**src/include/aliu_defines.vh**
```
// Constants of the arithmetic and logic execution unit.
// Included by the design files; holds definitions only.
`ifndef ALIU_DEFINES_VH
`define ALIU_DEFINES_VH

// Operation codes presented by the instruction decoder
`define ALIU_OP_ADD       4'h0
`define ALIU_OP_ADC       4'h1
`define ALIU_OP_SUB       4'h2
`define ALIU_OP_MINUS_REG_REG_BORROW 4'h3
`define ALIU_OP_SUB_IMM   4'h4
`define ALIU_OP_MINUS_REG_IMM_BORROW 4'h5
`define ALIU_OP_AND       4'h6
`define ALIU_OP_AND_IMM   4'h7
`define ALIU_OP_OR        4'h8
`define ALIU_OP_OR_IMM    4'h9
`define ALIU_OP_WADD_IMM  4'ha
`define ALIU_OP_WSUB_IMM  4'hb
`define ALIU_OP_IO_CLR    4'hc
`define ALIU_OP_IO_SET    4'hd

// Status flag bit positions
`define ALIU_FLG_C        0
`define ALIU_FLG_Z        1
`define ALIU_FLG_N        2
`define ALIU_FLG_V        3
`define ALIU_FLG_S        4
`define ALIU_FLG_H        5
`define ALIU_FLG_RST      8'h00

// Highest I/O address the bit instructions may touch
`define ALIU_IO_BIT_MAX   6'h1f
// Address of the local status register with write-one-to-clear flags
`define ALIU_STAT_ADDR    6'h1e
`define ALIU_STAT_RST     8'h00

// Cycle counts per operation class
`define ALIU_CYC_BYTE     1
`define ALIU_CYC_WORD     2

`endif

```
**src/hdl/aliu_w1c_flags.v**
```verilog
// Local peripheral status register whose flags clear on a written one.
// Events come from logic on mclk; writes come from the I/O bit path.
`timescale 1ns/1ns
`default_nettype none
`include "aliu_defines.vh"

module aliu_w1c_flags
(
	// Clock and reset
	input  wire       mclk,
	input  wire       rst_n,
	// Hardware events, one bit per flag
	input  wire [7:0] evt,
	// Write port
	input  wire       wr_en,
	input  wire [7:0] wr_data,
	// Flag state
	output reg  [7:0] stat_q
);

	reg [7:0] stat_d;

	// A one clears, a zero keeps; an event in the clearing cycle still sets
	always @*
	begin
		stat_d = stat_q;
		if (wr_en)
			stat_d = stat_d & ~wr_data;
		stat_d = stat_d | evt;
	end

	always @(posedge mclk or negedge rst_n)
	begin
		if (!rst_n)
			stat_q <= `ALIU_STAT_RST;
		else
			stat_q <= stat_d;
	end

endmodule // aliu_w1c_flags

`default_nettype wire

```
**src/hdl/aliu_core.v**
```verilog
// Arithmetic and logic execution unit of a small 8-bit core.
// Operands come from a decoder and register file on mclk; results and
// flags return as registered outputs, I/O bit accesses drive an I/O bus.
`timescale 1ns/1ns
`default_nettype none
`include "aliu_defines.vh"

module aliu_core
(
	// Clock and reset
	input  wire        mclk,
	input  wire        rst_n,
	// Request from the decoder
	input  wire        op_valid,
	input  wire [3:0]  op_code,
	input  wire [7:0]  dst_lo,
	input  wire [7:0]  dst_hi,
	input  wire [7:0]  src_operand,
	input  wire [7:0]  imm,
	input  wire [5:0]  io_sel,
	input  wire [2:0]  io_bit,
	output reg         op_ready_q,
	output reg         op_error_q,
	// Result toward the register file
	output reg         res_valid_q,
	output reg         res_wide_q,
	output reg  [7:0]  res_lo_q,
	output reg  [7:0]  res_hi_q,
	output reg  [7:0]  flags_q,
	// I/O bus for the bit instructions
	output reg         io_re_q,
	output reg         io_we_q,
	output reg  [5:0]  io_addr_q,
	output reg  [7:0]  io_wdata_q,
	input  wire [7:0]  io_rdata,
	// Local status register
	input  wire [7:0]  stat_evt,
	output wire [7:0]  stat_q
);

	localparam [2:0] ST_IDLE  = 3'b001;
	localparam [2:0] ST_WORD  = 3'b010;
	localparam [2:0] ST_IO_WR = 3'b100;

	// Carry or borrow out of a bit position, from operands and result
	function carry_fn;
		input a;
		input b;
		input r;
		input sub;
		begin
			if (sub)
				carry_fn = (~a & b) | (b & r) | (r & ~a);
			else
				carry_fn = (a & b) | (b & ~r) | (~r & a);
		end
	endfunction

	// Two's complement overflow at the top bit
	function ovf_fn;
		input a;
		input b;
		input r;
		input sub;
		begin
			if (sub)
				ovf_fn = (a & ~b & ~r) | (~a & b & r);
			else
				ovf_fn = (a & b & ~r) | (~a & ~b & r);
		end
	endfunction

	reg [2:0]  state_q;
	reg [2:0]  state_d;
	reg [2:0]  bit_q;
	reg        set_q;
	reg [7:0]  wlo_q;
	reg [7:0]  whi_q;
	reg [7:0]  wflags_q;

	reg        is_byte;
	reg        is_sub;
	reg        is_logic;
	reg        use_imm;
	reg        use_cin;
	reg        is_word;
	reg        is_io;
	reg [7:0]  opb;
	reg        cin;
	reg [7:0]  byte_r;
	reg [15:0] word_in;
	reg [15:0] word_r;
	reg [7:0]  fl_byte;
	reg [7:0]  fl_word;
	reg [7:0]  io_cur;
	reg [7:0]  io_mask;
	wire       take;
	wire       stat_we;

	assign take = op_valid && op_ready_q;

	// Operation decode
	always @*
	begin
		is_byte  = 1'b0;
		is_sub   = 1'b0;
		is_logic = 1'b0;
		use_imm  = 1'b0;
		use_cin  = 1'b0;
		is_word  = 1'b0;
		is_io    = 1'b0;
		case (op_code)
			`ALIU_OP_ADD:      is_byte = 1'b1;
			`ALIU_OP_ADC:
			begin
				is_byte = 1'b1;
				use_cin = 1'b1;
			end
			`ALIU_OP_SUB:
			begin
				is_byte = 1'b1;
				is_sub  = 1'b1;
			end
			`ALIU_OP_MINUS_REG_REG_BORROW:
			begin
				is_byte = 1'b1;
				is_sub  = 1'b1;
				use_cin = 1'b1;
			end
			`ALIU_OP_SUB_IMM:
			begin
				is_byte = 1'b1;
				is_sub  = 1'b1;
				use_imm = 1'b1;
			end
			`ALIU_OP_MINUS_REG_IMM_BORROW:
			begin
				is_byte = 1'b1;
				is_sub  = 1'b1;
				use_imm = 1'b1;
				use_cin = 1'b1;
			end
			`ALIU_OP_AND, `ALIU_OP_OR:
			begin
				is_byte  = 1'b1;
				is_logic = 1'b1;
			end
			`ALIU_OP_AND_IMM, `ALIU_OP_OR_IMM:
			begin
				is_byte  = 1'b1;
				is_logic = 1'b1;
				use_imm  = 1'b1;
			end
			`ALIU_OP_WADD_IMM: is_word = 1'b1;
			`ALIU_OP_WSUB_IMM:
			begin
				is_word = 1'b1;
				is_sub  = 1'b1;
			end
			`ALIU_OP_IO_CLR, `ALIU_OP_IO_SET: is_io = 1'b1;
			default:           is_byte = 1'b0;
		endcase
	end

	// Byte datapath and its flags
	always @*
	begin
		opb = use_imm ? imm : src_operand;
		cin = use_cin & flags_q[`ALIU_FLG_C];
		if (op_code == `ALIU_OP_AND || op_code == `ALIU_OP_AND_IMM)
			byte_r = dst_lo & opb;
		else if (op_code == `ALIU_OP_OR || op_code == `ALIU_OP_OR_IMM)
			byte_r = dst_lo | opb;
		else if (is_sub)
			byte_r = dst_lo - opb - {7'h00, cin};
		else
			byte_r = dst_lo + opb + {7'h00, cin};
		fl_byte = flags_q;
		fl_byte[`ALIU_FLG_Z] = (byte_r == 8'h00);
		fl_byte[`ALIU_FLG_N] = byte_r[7];
		if (is_logic)
		begin
			// Logic ops leave C, S and H as they were
			fl_byte[`ALIU_FLG_V] = 1'b0;
		end
		else
		begin
			fl_byte[`ALIU_FLG_C] = carry_fn(dst_lo[7], opb[7], byte_r[7], is_sub);
			fl_byte[`ALIU_FLG_H] = carry_fn(dst_lo[3], opb[3], byte_r[3], is_sub);
			fl_byte[`ALIU_FLG_V] = ovf_fn(dst_lo[7], opb[7], byte_r[7], is_sub);
		end
	end

	// Word datapath over the register pair; immediate is zero-extended
	always @*
	begin
		word_in = {dst_hi, dst_lo};
		if (is_sub)
			word_r = word_in - {8'h00, imm};
		else
			word_r = word_in + {8'h00, imm};
		fl_word = flags_q;
		fl_word[`ALIU_FLG_Z] = (word_r == 16'h0000);
		fl_word[`ALIU_FLG_N] = word_r[15];
		fl_word[`ALIU_FLG_C] = carry_fn(dst_hi[7], 1'b0, word_r[15], is_sub);
		fl_word[`ALIU_FLG_V] = ovf_fn(dst_hi[7], 1'b0, word_r[15], is_sub);
		fl_word[`ALIU_FLG_S] = fl_word[`ALIU_FLG_N] ^ fl_word[`ALIU_FLG_V];
	end

	// Read data of the current I/O access and the modified value
	always @*
	begin
		if (io_addr_q == `ALIU_STAT_ADDR)
			io_cur = stat_q;
		else
			io_cur = io_rdata;
		io_mask = 8'h01 << bit_q;
		// Whole register goes back, so set flags other than a cleared bit return as ones
		if (set_q)
			io_mask = io_cur | io_mask;
		else
			io_mask = io_cur & ~io_mask;
	end

	// Sequencer
	always @*
	begin
		state_d = state_q;
		case (state_q)
			ST_IDLE:
			begin
				if (take && is_word)
					state_d = ST_WORD;
				else if (take && is_io && io_sel <= `ALIU_IO_BIT_MAX)
					state_d = ST_IO_WR;
			end
			ST_WORD:  state_d = ST_IDLE;
			ST_IO_WR: state_d = ST_IDLE;
			default:  state_d = ST_IDLE;
		endcase
	end

	always @(posedge mclk or negedge rst_n)
	begin
		if (!rst_n)
		begin
			state_q     <= ST_IDLE;
			op_ready_q  <= 1'b1;
			op_error_q  <= 1'b0;
			res_valid_q <= 1'b0;
			res_wide_q  <= 1'b0;
			res_lo_q    <= 8'h00;
			res_hi_q    <= 8'h00;
			flags_q     <= `ALIU_FLG_RST;
			io_re_q     <= 1'b0;
			io_we_q     <= 1'b0;
			io_addr_q   <= 6'h00;
			io_wdata_q  <= 8'h00;
			bit_q       <= 3'h0;
			set_q       <= 1'b0;
			wlo_q       <= 8'h00;
			whi_q       <= 8'h00;
			wflags_q    <= 8'h00;
		end
		else
		begin
			state_q     <= state_d;
			op_ready_q  <= (state_d == ST_IDLE);
			op_error_q  <= 1'b0;
			res_valid_q <= 1'b0;
			res_wide_q  <= 1'b0;
			io_re_q     <= 1'b0;
			io_we_q     <= 1'b0;
			case (state_q)
				ST_IDLE:
				begin
					if (take && is_byte)
					begin
						res_valid_q <= 1'b1;
						res_lo_q    <= byte_r;
						res_hi_q    <= dst_hi;
						flags_q     <= fl_byte;
					end
					else if (take && is_word)
					begin
						wlo_q    <= word_r[7:0];
						whi_q    <= word_r[15:8];
						wflags_q <= fl_word;
					end
					else if (take && is_io)
					begin
						if (io_sel <= `ALIU_IO_BIT_MAX)
						begin
							io_re_q   <= 1'b1;
							io_addr_q <= io_sel;
							bit_q     <= io_bit;
							set_q     <= (op_code == `ALIU_OP_IO_SET);
						end
						else
							op_error_q <= 1'b1;
					end
					else if (take)
						op_error_q <= 1'b1;
				end
				ST_WORD:
				begin
					// Second clock of a word op hands over both halves
					res_valid_q <= 1'b1;
					res_wide_q  <= 1'b1;
					res_lo_q    <= wlo_q;
					res_hi_q    <= whi_q;
					flags_q     <= wflags_q;
				end
				ST_IO_WR:
				begin
					io_we_q    <= 1'b1;
					io_wdata_q <= io_mask;
				end
				default:
				begin
					op_error_q <= 1'b0;
				end
			endcase
		end
	end

	assign stat_we = io_we_q && (io_addr_q == `ALIU_STAT_ADDR);

	aliu_w1c_flags u_stat
	(
		.mclk    (mclk),
		.rst_n   (rst_n),
		.evt     (stat_evt),
		.wr_en   (stat_we),
		.wr_data (io_wdata_q),
		.stat_q  (stat_q)
	);

endmodule // aliu_core

`default_nettype wire

```
**config.mk**
```make
export PLATFORM = sky130hd
export DESIGN_NAME = aliu_core
export DESIGN_NICKNAME = d
export VERILOG_FILES = /design/src/hdl/aliu_w1c_flags.v /design/src/hdl/aliu_core.v
export VERILOG_INCLUDE_DIRS = /design/src /design/src/include
export SDC_FILE = /design/constraint.sdc
export NUM_CORES = 1
export LEC_CHECK = 0
export BUFFER_PORTS_ARGS = -buffer_cell sky130_fd_sc_hd__buf_2
export CELL_PAD_IN_SITES_DETAIL_PLACEMENT = 1
export CELL_PAD_IN_SITES_GLOBAL_PLACEMENT = 1
export CORE_MARGIN = 8
export CORE_UTILIZATION = 42
export CTS_CLUSTER_SIZE = 12
export DETAILED_ROUTE_END_ITERATION = 8
export GPL_TIMING_DRIVEN = 0
export PLACE_DENSITY_LB_ADDON = 0.1
export SLEW_MARGIN = 10
export SYNTH_ARGS = -nofsm -noshare
export SYNTH_HDL_FRONTEND = slang
export SYNTH_HIERARCHICAL = 1
export SYNTH_SLANG_ARGS = --single-unit
export TNS_END_PERCENT = 50
```
**constraint.sdc**
```tcl
create_clock -name mclk -period 4.2 [get_ports mclk]
set_input_delay 0.84 -clock mclk [delete_from_list [all_inputs] [get_ports mclk]]
set_output_delay 0.84 -clock mclk [all_outputs]
set_load 0.05 [all_outputs]
```
; ---- Yosys cells after proc, flatten, opt, wreduce, memory -nomap -nowiden
; Index checks and enable logic that the tools add are counted.
[totals]
reg_bits = 83
elab_cells = 169
output_inout_bits = 52
inputBits = 64
[op_classes]
shifts = 1
n_eq_ne = 20
n_addsub = 6
bitwise_logic = 50
n_mux = 47
magnitude_cmp = 1
reduce_logical = 24
[op_table]
columns = cell, count
row1 = 2-to-1 mux 8 bit, 9
row2 = one-hot mux 8 bit (2 select lines), 3
row3 = 2-to-1 mux 1 bit, 29
row4 = bitwise AND 8 bit, 3
row5 = "equality test 4 bit, second input constant", 6
row6 = OR 8 bit, 3
row7 = bitwise AND 1 bit, 21
row8 = adder 16 x 8 -> 16 bit, 1
row9 = "equality test 4 x 3 -> 1 bit, second input constant", 4
row10 = zero test 16 bit, 1
row11 = 2-to-1 mux 16 bit, 1
row12 = NOT 8 bit, 2
row13 = subtractor 16 x 8 -> 16 bit, 1
row14 = NOT 1 bit, 10
row15 = OR 1 bit, 10
row16 = OR reduction 10 bit, 1
row17 = 2-to-1 mux 3 bit, 3
row18 = adder 8 x 1 -> 8 bit, 1
row19 = adder 8 bit, 1
row20 = "equality test 4 x 2 -> 1 bit, second input constant", 2
row21 = zero test 8 bit, 1
row22 = OR reduction 4 bit, 2
row23 = "left shift 1 x 3 -> 8 bit, first input constant", 1
row24 = subtractor 8 x 1 -> 8 bit, 1
row25 = 21 further kinds, 32

; ---- Logic depth before layout (Yosys ltp)
; Gate-level depths: netlist of the first run.
[logic_depth]
ltp_word = 17
depth_mapped = 20
ltp_nobuf = 18

; ---- Cells and area by module
; The synthesis of the first run kept the hierarchy.
[by_module_without_submodules]
columns = module, area_each_um2, cells_each, seq_area_each_um2, n_inst
row1 = aliu_core, 5801.8, 691, 1854.3, 1
row2 = aliu_w1c_flags, 297.8, 25, 200.2, 1

; ---- Worst setup path after synthesis of the first run
; Ideal clock, no wire load.
[synth_path]
path_type = input-to-reg
start = input op_code[3]
end = register flags_q[2]
cell_stages = 18
setup_time_ns = 0.126
setup_slack_ns = -0.511
arrival_time_ns = 4.585
path_buffers = 2
required_ns = 4.074
cell_sequence = buf_4 -> nor2b_1 -> a21oi_1 -> nor2_1 -> a21oi_1 -> clkbuf_1 -> o21ai_0 -> fa_1 -> inv_1 -> ha_1 -> o21ai_0 -> a2111oi_4 -> nor4_1 -> nor2_1 -> a211oi_4 -> a21oi_2 -> o31a_1 -> a221o_1
[synth_via]
elab_chain_cells = 11
elab_cells_between_ends = 37
cone_classes = add/sub: 4 / eq/ne: 11 / mux: 10 / bitwise: 3 / reduce/logical: 9
[synth_lines]
columns = element, line_no
row1 = start: declaration, aliu_core.v:15  ; input wire [3:0] op_code,
row2 = equality test 4 x 3 -> 1 bit or equality test 4 bit (tied branches), aliu_core.v:112  ; case (op_code)
row3 = OR reduction 4 bit (no source line), --
row4 = 2-to-1 mux 1 bit, aliu_core.v:112
row5 = 2-to-1 mux 8 bit, aliu_core.v:168  ; opb = use_imm ? imm : src_operand;
row6 = adder 8 bit or subtractor 8 bit (tied branches), "aliu_core.v:177, aliu_core.v:175"
row7 = adder 8 x 1 -> 8 bit or subtractor 8 x 1 -> 8 bit (tied branches), "aliu_core.v:177, aliu_core.v:175"
row8 = 2-to-1 mux 8 bit, aliu_core.v:174  ; else if (is_sub)
row9 = 2-to-1 mux 8 bit, aliu_core.v:172  ; else if (op_code == `ALIU_OP_OR || op_code == `ALIU_OP_OR_IMM)
row10 = 2-to-1 mux 8 bit, aliu_core.v:170  ; if (op_code == `ALIU_OP_AND || op_code == `ALIU_OP_AND_IMM)
row11 = 2-to-1 mux 6 bit, aliu_core.v:277  ; if (take && is_byte)
row12 = one-hot mux 8 bit (2 select lines), aliu_core.v:274  ; case (state_q)
row13 = end signal: assignment, aliu_core.v:254  ; flags_q <= `ALIU_FLG_RST;
row14 = end signal: assignment, aliu_core.v:282  ; flags_q <= fl_byte;
row15 = end signal: assignment, aliu_core.v:312  ; flags_q <= wflags_q;
row16 = end: declaration, aliu_core.v:29  ; output reg [7:0] flags_q,
; Several ways; a longest one is shown, not always the timed one. The select of a mux whose other input is x is not followed.
; A chain may end at the register's enable or synchronous reset.

; ---- Worst setup path in the final report of the first run
[layout_path]
start = input op_code[3]
end = register res_lo_q[7]
[layout_via]
elab_chain_cells = 11
elab_cells_between_ends = 37
cone_classes = add/sub: 4 / eq/ne: 11 / mux: 10 / bitwise: 3 / reduce/logical: 9
[layout_lines]
columns = element, line_no
row1 = equality test 4 x 3 -> 1 bit or equality test 4 bit (tied branches), aliu_core.v:112
row2 = OR reduction 4 bit (no source line), --
row3 = 2-to-1 mux 1 bit, aliu_core.v:112
row4 = 2-to-1 mux 8 bit, aliu_core.v:168
row5 = adder 8 bit or subtractor 8 bit (tied branches), "aliu_core.v:177, aliu_core.v:175"
row6 = adder 8 x 1 -> 8 bit or subtractor 8 x 1 -> 8 bit (tied branches), "aliu_core.v:177, aliu_core.v:175"
row7 = 2-to-1 mux 8 bit, aliu_core.v:174
row8 = 2-to-1 mux 8 bit, aliu_core.v:172
row9 = 2-to-1 mux 8 bit, aliu_core.v:170
row10 = 2-to-1 mux 8 bit, aliu_core.v:277
row11 = one-hot mux 8 bit (2 select lines), aliu_core.v:274
row12 = end signal: assignment, aliu_core.v:280  ; res_lo_q <= byte_r;
row13 = end signal: assignment, aliu_core.v:310  ; res_lo_q <= wlo_q;
row14 = end: declaration, aliu_core.v:27  ; output reg [7:0] res_lo_q,
; Several ways; a longest one is shown, not always the timed one. The select of a mux whose other input is x is not followed.

==> results.toml, run 1 <==
[outcome]
outcome = "completed"

[logic_synthesis]
synth-xor-area-share = 0.0273
synthTopCellsByArea = "dfrtp_1, ha_1, nand2_1, o21ai_0, nor2_1"
syn_inst = 716
synth_area_per_cell_um2 = 8.52
syn_area_um2 = 6100
synth_top_family_by_area = "compound AO/OA/AOI/OAI gates"
ys_ff_latch = 82
netlist.area_leader.share = 0.328
synth.largest_area_cell = "dfrtp_1"
synth.distinct_cells = 73
synthArstFlopShare = 1.00
syn_nets = 832
ys.flop_type = "dfrtp_1"
synth_compound_area_frac = 0.227
synth_edf_count = 0
ys_warn_count = 6
synthMuxAreaShare = 0.0476
synthAdderAreaFrac = 0.113
ys_seq_area_frac = 0.337
synthSimpleGateAreaFrac = 0.193

[timing]
slew_viol_final = 0
skew_ns = 0.00616
worstMarginPinSlew_ns = 0.732
rsz0062_at_grt = "true"
layout_min_cycle_time_ns = 4.20
fmax_mhz = 238
maxSlewHeadroom = 0.508
fin_crit_sh = 0.999
setup_viol = 0
timing_hold_violations_final = 0
fin_ws_ns = 0.00430

[hold_path]
hold_path_class = "in2async"

[finish]
area_growth_pct = 27.1
finalNonFillerCells = 1047
finalNetCount = 974
drive_gt1_frac = 0.277
multiInputGateArea_um2 = 4010
n_antenna_cell = 0
register_area_um2 = 2050
n_fill_cell = 1714

[clocking]
clk_pin_slew_ns = 0.06
clockBufferDepth = 2
htree_levels = 3
cts_tree = "done"
cts_buffers = 9
hold_buffers = 0
cts_root_buffer = "clkbuf_16"
clkLatencyLatePin_ns = 0.34
clock_sinks = 82

[floorplan]
io_pins = 116
die_height_um = 137
start_util = 0.425
dieArea_um2 = 18600
coreArea_um2 = 14400
row_count = 44
chipWidth_um = 137

[worst_setup_path]
critPathLaunchType = "primary input"
r2r-start = "flags_q[0]$_DFFE_PN0P_"
critPathMaxFanout = 7
crit_end = "res_lo_q[7]$_DFFE_PN0P_"
worstRegToRegCells = 14
critPathRequiredTime_ns = 4.43
rrSetupSlack_ns = 0.77
crit_type = "in2reg"
r2r_end = "res_lo_q[7]$_DFFE_PN0P_"
arrival_ns = 4.42
crit_path_start = "op_code[3]"
endpoint_kind = "register"

[placed_design]
pre_cts_ws_ns = -1.43
dp.final_hpwl_um = 16500
portBuffers = 114
gp_congestion = 0.865
dp_cells = 1015

[power_and_ir_drop]
p_leak_nw = 3.59
total_power_mw = 3.27
powerDensity_nw_per_um2 = 422
vdd_drop_max_uv = 192

[grt]
grt_usage = 0.221
grt_overflow_total = 0
grt_pass1_wl_um = 32700
grt_pass1_vias = 6169
antenna_found_initial = 0
grt_max_degree = 45

[drt]
ant_nets = 0
drc_errors = 0
first_pass_iters = 7
vias = 5938
wl_um = 21000
drt_iter0_drc = 233
wl_per_cell_um = 20.0
via_per_inst = 5.67

[job]
maxCapViolCount = 0
repair_timing:
action	4_1_cts	5_1_grt
endpoints found under the setup margin	23	8
pin swaps	10	12
resized for setup	39	32
buffers inserted	7	8
gates cloned	1	0
where the power goes:
group	leakage [nW]	switching (mW)	internal, mW
Sequential	0.972	0.0984	0.936
Combinational	2.46	0.892	0.479
Clock	0.160	0.323	0.541
cells in the mapped netlist, types with 2 or more instances:
cell and n:
a211oi_1 9, a21boi_0 3, a21o_1 17, a21oi_1 39
a221o_1 5, a22oi_1 10, a31o_2 3, a31oi_1 8
and2_1 6, and3_1 2, buf_1 3, buf_4 9
clkbuf_1 20, clkinv_1 3, dfrtp_1 80, dfstp_2 2
fa_1 5, ha_1 47, inv_1 44, mux2_2 16
mux2i_1 11, nand2_1 103, nand2b_1 4, nand3_1 15
nand3b_1 6, nand4_1 2, nor2_1 59, nor2b_1 7
nor3_1 24, nor3b_1 4, nor4_1 4, o211ai_1 8
o21a_1 7, o21ai_0 46, o221ai_1 5, o22ai_1 9
o311ai_0 2, o31a_1 2, o31ai_1 9, o41ai_1 2
or2_2 3, or3_1 3, or3b_2 3, xnor2_1 10
xor2_1 9
worst max-delay path, cell delays in order:
cell	delay (ns)
buf_12	0.11
nor2b_4	0.13
a21oi_2	0.13
nor2_2	0.06
a21oi_4	0.19
buf_8	0.17
mux2_4	0.33
ha_4	0.28
inv_2	0.04
ha_4	0.28
nand2_2	0.06
a2111oi_4	0.45
o211a_1	0.24
nor2_4	0.04
a211oi_4	0.24
buf_6	0.16
nor3_4	0.04
o31a_1	0.35
a221o_1	0.27
how the worst min path moves through the flow:
| stage | slack [ns] | startpoint | end | depth (start not counted) |
|---|---|---|---|---|
| after floorplan | 0.44 | wflags_q[6]$_DFFE_PN0P_ | flags_q[6]$_DFFE_PN0P_ | 2 |
| final | 0.47 | rst_n | u_stat/stat_q[1]$_DFF_PN0_ | 1 |
| after global routing | 0.50 | rst_n | u_stat/stat_q[1]$_DFF_PN0_ | 1 |
| after CTS | 0.48 | rst_n | u_stat/stat_q[1]$_DFF_PN0_ | 1 |
| after detailed placement | 0.46 | flags_q[4]$_DFFE_PN0P_ | flags_q[4]$_DFFE_PN0P_ | 2 |
| after global placement | 0.45 | wflags_q[7]$_DFFE_PN0P_ | flags_q[7]$_DFFE_PN0P_ | 2 |
logic make-up after synthesis:
logic type	count (synthesis)
mux	27
flops	82
compound gates	203
xor+xnor	19
buf+inv	81
simple gates	252
fa+ha+maj	52
through the flow:
stage | cell area [um^2] | hold slack, ns | TNS [ns] | utilization
floorplan | 6220 | 0.439 | -0.357 | -
global placement | 7020 | 0.446 | -16.22 | 0.488
detailed placement | 7040 | 0.461 | -18.01 | 0.490
CTS | 7580 | 0.476 | -0.0470 | 0.527
global route | 7750 | 0.499 | -0.440 | 0.540
finish | 7750 | 0.467 | 0 | 0.540
cells in the final DEF (no fill, tap or decap), drive strengths merged, types with 4 or more instances in the layout:
| cell type | count |
|---|---|
| a211oi | 10 |
| a21o | 17 |
| a21oi | 40 |
| a221o | 5 |
| a22oi | 10 |
| a31oi | 8 |
| and2 | 6 |
| buf | 147 |
| clkbuf | 28 |
| clkinv | 5 |
| dfrtp | 80 |
| fa | 5 |
| ha | 47 |
| inv | 46 |
| mux2 | 16 |
| mux2i | 11 |
| nand2 | 103 |
| nand2b | 4 |
| nand3 | 15 |
| nand3b | 6 |
| nor2 | 59 |
| nor2b | 7 |
| nor3 | 25 |
| nor3b | 5 |
| nor4 | 4 |
| o211ai | 8 |
| o21a | 7 |
| o21ai | 47 |
| o221ai | 5 |
| o22ai | 9 |
| o31ai | 9 |
| xnor2 | 10 |
| xor2 | 9 |
state kept, by name, indices dropped and copies added (netlist names), 7 cells and up:
| name | count |
|---|---|
| res_hi_q | 8 |
| io_wdata_q | 8 |
| u_stat/stat_q | 8 |
| res_lo_q | 8 |
| flags_q | 8 |
| wflags_q | 8 |
| wlo_q | 8 |
| whi_q | 7 |
routing by layer:
metal,routed length [um],vias to the layer above,track usage
li1,-,2832,-
met1,9310,2909,0.289
met2,10200,166,0.376
met3,1050,31,0.0264
met4,403,0,0.0647
met5,0,-,0
layout make-up:
type | instances | area share
multi-input cells | 553 | 0.518
flip-flops and latches | 82 | 0.265
repair buffers | 131 | 0.0949
clock buffers | 11 | 0.0313
well taps | 184 | 0.0297
plain buffers | 33 | 0.0269
inverters | 48 | 0.0236
clock inverters | 5 | 0.0111
No activity file was read; power rests on OpenSTA's default activity.
==> run 2: changes to the inputs <==
--- a/config.mk
+++ b/config.mk
@@ -15,6 +15,7 @@
 export DETAILED_ROUTE_END_ITERATION = 8
 export GPL_TIMING_DRIVEN = 0
 export PLACE_DENSITY_LB_ADDON = 0.1
+export SETUP_SLACK_MARGIN = 0.05
 export SLEW_MARGIN = 10
 export SYNTH_ARGS = -nofsm -noshare
 export SYNTH_HDL_FRONTEND = slang
==> run 2 against run 1 <==
The run now ends with negative setup slack left. Combinational power hardly changed. Final cell count is 0.38% higher. Register-to-register slack better by 0.06 ns. First-iteration DRC count is 13% higher. Clock skew is 0.0047 ns higher. Cell area is 0.48% lower. Wire length is 0.32% lower. Sequential share of layout area is 0.13 points higher. Sequential power hardly changed. Flip-flop and latch count stayed put. Setup slack worse by 0.014 ns. Critical endpoint unchanged.
==> results.toml, run 2 (synthesis results as in run 1) <==
[clocking]
clkLatencyLatePin_ns = 0.34
cts_tree = "done"
clk_pin_slew_ns = 0.06
cts_root_buffer = "clkbuf_16"
cts_buffers = 9
htree_levels = 3
clock_sinks = 82
clockBufferDepth = 2

[placed_design]
pre_cts_ws_ns = -1.42
dp_cells = 1015
portBuffers = 114
gp_congestion = 0.881
dp.final_hpwl_um = 16700

[floorplan]
chipWidth_um = 137
die_height_um = 137
coreArea_um2 = 14400
start_util = 0.425
io_pins = 116
dieArea_um2 = 18600
row_count = 44

[worst_setup_path]
crit_type = "in2reg"
endpoint_kind = "register"
arrival_ns = 4.43
rrSetupSlack_ns = 0.83
crit_path_start = "op_code[3]"
critPathLaunchType = "primary input"
critPathRequiredTime_ns = 4.42
r2r_end = "flags_q[3]$_DFFE_PN0P_"
r2r-start = "flags_q[0]$_DFFE_PN0P_"
critPathMaxFanout = 7
worstRegToRegCells = 15

[timing]
layout_min_cycle_time_ns = 4.21
fin_ws_ns = -0.00953
fmax_mhz = 238
slew_viol_final = 0
maxSlewHeadroom = 0.527
timing_hold_violations_final = 0
hold_ws_ns = 0.485
fin_crit_sh = 1.00
rsz0062_at_grt = "true"
skew_ns = 0.0108
worstMarginPinSlew_ns = 0.703
setup_viol = 2

[hold_path]
min_from = "whi_q[4]$_DFFE_PN0P_"
hold_depth = 2
min_to = "whi_q[4]$_DFFE_PN0P_"
hold_path_class = "reg2reg"

[drt]
wl_um = 20900
drc_errors = 0
via_per_inst = 5.67
ant_nets = 0
wl_per_cell_um = 19.9
drt_iter0_drc = 263
first_pass_iters = 4
vias = 5961

[outcome]
violations = "negative setup slack"
outcome = "finished, violations left"

[grt]
grt_overflow_total = 0
grt_usage = 0.222
grt_pass1_vias = 6212
grt_max_degree = 47
grt_pass1_wl_um = 32900
antenna_found_initial = 0

[finish]
mostFrequentLayoutCells = "buf_2, nand2_1, dfrtp_1"
layout_commonest_cell = "buf_2"
drive_gt1_frac = 0.269
n_fill_cell = 1724
n_antenna_cell = 0
finalNetCount = 978
area_growth_pct = 26.5
finalNonFillerCells = 1051

[power_and_ir_drop]
powerDensity_nw_per_um2 = 415
vdd_drop_max_uv = 247
p_leak_nw = 3.60

[job]
maxCapViolCount = 0
run 2: changes by cell type in the layout (fill, tap and decap cells not counted), moves of 2 or more:
cell and change:
o21ai_1 -2, ha_2 -2, ha_1 +2, clkbuf_4 +3
o21ai_0 +2, buf_4 +2
run 2: how the worst max path moves through the flow:
stage	endpoint	slack [ns]
3_3_place_gp	wflags_q[1]$_DFFE_PN0P_	-1.31
2_1_floorplan	flags_q[2]$_DFFE_PN0P_	-0.17
6_report	res_lo_q[7]$_DFFE_PN0P_	-0.01
4_1_cts	res_lo_q[7]$_DFFE_PN0P_	-0.03
5_1_grt	res_lo_q[7]$_DFFE_PN0P_	-0.14
3_5_place_dp	wflags_q[1]$_DFFE_PN0P_	-1.42
run 2: layer usage:
layer  part of all wire  vias to the layer above  global-route usage  wire (um)
li1                   -                     2854                   -          -
met1               0.45                     2962               0.289       9380
met2               0.49                      135               0.385      10300
met3              0.051                       10              0.0268       1060
met4             0.0096                        0              0.0494        200
met5                  0                        -                   0          0
run 2: stage by stage:
| step | util | setup TNS [ns] | area [um^2] | total power [mW] |
|---|---|---|---|---|
| 6_report | 0.537 | -0.0130 | 7720 | 3.21 |
| 5_1_grt | 0.537 | -0.609 | 7720 | 3.38 |
| 4_1_cts | 0.530 | -0.0855 | 7610 | 3.18 |
| 3_5_place_dp | 0.490 | -19.13 | 7040 | 2.32 |
| 3_3_place_gp | 0.488 | -16.38 | 7020 | 2.27 |
| 2_1_floorplan | - | -0.366 | 6220 | 1.93 |
run 2: cell type report:
type | instances | area (um^2) | share of cell area
clock buffers | 11 | 243 | 0.0315
inverters | 48 | 183 | 0.0237
plain buffers | 33 | 208 | 0.0269
repair buffers | 135 | 768 | 0.0996
multi-input cells | 553 | 3970 | 0.514
well taps | 184 | 230 | 0.0298
clock inverters | 5 | 61.3 | 0.00795
flip-flops and latches | 82 | 2050 | 0.266
run 2: repair_timing:
| action | 4_1_cts | 5_1_grt |
|---|---|---|
| setup endpoints to repair | 24 | 8 |
| buffers inserted | 17 | 3 |
| cloned | 0 | 0 |
| hold buffers | 0 | 0 |
| gates resized for setup | 34 | 18 |
| pin swaps | 11 | 4 |
run 2: critical path, stage by stage:
cell       delay [ns]
buf_12           0.11
nor2b_4          0.13
a21oi_2          0.11
nor2_1           0.05
a21oi_2          0.20
buf_8            0.18
buf_12           0.11
mux2_4           0.32
ha_4             0.29
inv_4            0.04
ha_4             0.27
nand2_4          0.05
a2111oi_4        0.44
o211a_1          0.20
nor2_2           0.05
a211oi_4         0.20
buf_6            0.16
a21oi_4          0.03
o31a_1           0.35
a221o_1          0.28
run 2: where the power goes:
part	internal, mW	switching [mW]	total [mW]
combinational	0.484	0.893	1.38
clock	0.481	0.315	0.796
sequential	0.936	0.0963	1.03
total	1.90	1.30	3.21
==> run 3: changes to the inputs <==
==> constraint.sdc (replaced) <==
create_clock -name mclk -period 4 [get_ports mclk]
set_input_delay 0.8 -clock mclk [delete_from_list [all_inputs] [get_ports mclk]]
set_output_delay 0.8 -clock mclk [all_outputs]
set_load 0.05 [all_outputs]
==> run 3 against run 2 <==
The flow still finishes with violations (negative setup slack). Via count grew 2.1%. Critical path depth down 3. Setup slack lost 0.21 ns. Clock power is 5.0% higher. Worst hold slack got worse by 0.14 ns. Global-route usage is 0.22 points higher. Combinational power up 7%. Count of clock-buffer cells in the layout unchanged. Cell area rose by 1.3%. First-iteration DRC count rose by 14%. Wire length is 0.65% higher. Critical path type unchanged. Highest routed layer unchanged.
==> results.toml, run 3 (synthesis results as in run 1) <==
[floorplan]
io_pins = 116
die_height_um = 137
chipWidth_um = 137
dieArea_um2 = 18600
row_count = 44
start_util = 0.425
coreArea_um2 = 14400

[power_and_ir_drop]
powerDensity_nw_per_um2 = 433
p_sw_mw = 1.38
p_leak_nw = 3.62
pwr-share-comb = 0.433
p_sw_frac = 0.406
total_power_mw = 3.38
p_seq_frac = 0.320
p_int_mw = 2.01
clock_power_share = 0.247
vdd_drop_max_uv = 222

[job]
maxCapViolCount = 0

[clocking]
clkLatencyLatePin_ns = 0.34
clock_sinks = 82
cts_buffers = 9
hold_buffers = 0
cts_root_buffer = "clkbuf_16"
htree_levels = 3
clk_pin_slew_ns = 0.06
clockBufferDepth = 2
cts_tree = "done"

[finish]
register_area_um2 = 2050
finalNonFillerCells = 1058
n_antenna_cell = 0
finalNetCount = 985
area_growth_pct = 28.2
n_fill_cell = 1729
mostFrequentLayoutCells = "buf_2, nand2_1, dfrtp_1"
multiInputGateArea_um2 = 4020
drive_gt1_frac = 0.284
layout_commonest_cell = "buf_2"

[timing]
fin_crit_sh = 1.05
worstMarginPinSlew_ns = 0.738
fin_ws_ns = -0.216
slew_viol_final = 0
maxSlewHeadroom = 0.504
skew_ns = 0.00552
timing_hold_violations_final = 0
hold_ws_ns = 0.347
setup-tns-final_ns = -0.811
rsz0062_at_grt = "true"
layout_min_cycle_time_ns = 4.22
fmax_mhz = 237
setup_viol = 8

[worst_setup_path]
endpoint_kind = "register"
crit_end = "res_lo_q[7]$_DFFE_PN0P_"
crit_path_start = "op_code[1]"
rrSetupSlack_ns = 0.56
r2r-start = "flags_q[0]$_DFFE_PN0P_"
critPathMaxFanout = 10
crit_type = "in2reg"
critPathLaunchType = "primary input"
worstRegToRegCells = 12
arrival_ns = 4.43
r2r_end = "res_lo_q[7]$_DFFE_PN0P_"
critPathRequiredTime_ns = 4.22

[drt]
drt_iter0_drc = 299
via_per_inst = 5.75
wl_per_cell_um = 19.9
ant_nets = 0
vias = 6088
first_pass_iters = 5
wl_um = 21000
drc_errors = 0

[grt]
grt_usage = 0.224
grt_overflow_total = 0
grt_pass1_vias = 6272
antenna_found_initial = 0
grt_pass1_wl_um = 33200
grt_max_degree = 63

[placed_design]
pre_cts_ws_ns = -1.49
portBuffers = 114
gp_congestion = 0.891
dp.final_hpwl_um = 16400
dp_cells = 1015

[outcome]
outcome = "finished, violations left"
violations = "negative setup slack"

[hold_path]
hold_path_class = "in2async"
run 3: worst min path at each step:
stage | from | slack [ns] | cells past startpoint | endpoint
global route | rst_n | 0.36 | 1 | u_stat/stat_q[1]$_DFF_PN0_
finish | rst_n | 0.35 | 1 | u_stat/stat_q[1]$_DFF_PN0_
detailed placement | wlo_q[3]$_DFFE_PN0P_ | 0.47 | 2 | wlo_q[3]$_DFFE_PN0P_
floorplan | wflags_q[6]$_DFFE_PN0P_ | 0.44 | 2 | flags_q[6]$_DFFE_PN0P_
CTS | rst_n | 0.35 | 1 | u_stat/stat_q[1]$_DFF_PN0_
global placement | wflags_q[6]$_DFFE_PN0P_ | 0.45 | 2 | flags_q[6]$_DFFE_PN0P_
run 3: power groups by stage:
| stage | logic, mW | clock network [mW] | registers (mW) |
|---|---|---|---|
| 2_1_floorplan | 0.703 | 0 | 1.33 |
| 3_3_place_gp | 1.29 | 0 | 1.09 |
| 3_5_place_dp | 1.34 | 0 | 1.10 |
| 4_1_cts | 1.42 | 0.850 | 1.08 |
| 5_1_grt | 1.59 | 0.877 | 1.10 |
| 6_report | 1.47 | 0.836 | 1.08 |
run 3: worst max-delay path, stage by stage:
cell and delay, ns:
buf_2 0.14, buf_6 0.15, buf_4 0.17, a21oi_1 0.24
nand3_1 0.17, inv_1 0.10, fa_2 0.49, inv_2 0.10
ha_4 0.14, o21ai_4 0.07, a2111oi_4 0.47, o211a_1 0.20
nor2_2 0.05, a211oi_4 0.40, nor3_2 0.10, o31a_1 0.36
a221o_1 0.28
run 3: final cells by class:
| type | count | share of cell area |
|---|---|---|
| plain buffers | 33 | 0.0264 |
| repair buffers | 142 | 0.105 |
| flip-flops and latches | 82 | 0.263 |
| inverters | 48 | 0.0237 |
| multi-input cells | 553 | 0.513 |
| clock inverters | 5 | 0.00800 |
| clock buffers | 11 | 0.0310 |
| well taps | 184 | 0.0294 |
run 3: timing repair:
action,in CTS,in global routing
cloned,1,0
gates resized for setup,47,15
pin swaps,14,8
buffers inserted,20,6
endpoints found under the setup margin,27,14
run 3: per-layer routing:
| metal | routed length, um | global-route usage | share of wire |
|---|---|---|---|
| met1 | 9100 | 0.285 | 0.43 |
| met2 | 10400 | 0.392 | 0.50 |
| met3 | 1170 | 0.0323 | 0.056 |
| met4 | 328 | 0.0531 | 0.016 |
| met5 | 0 | 0 | 0 |
run 3: stage by stage:
stage | instance area (um^2) | util
finish | 7820 | 0.544
global route | 7820 | 0.544
CTS | 7700 | 0.536
detailed placement | 7050 | 0.491
global placement | 7020 | 0.488
floorplan | 6220 | -
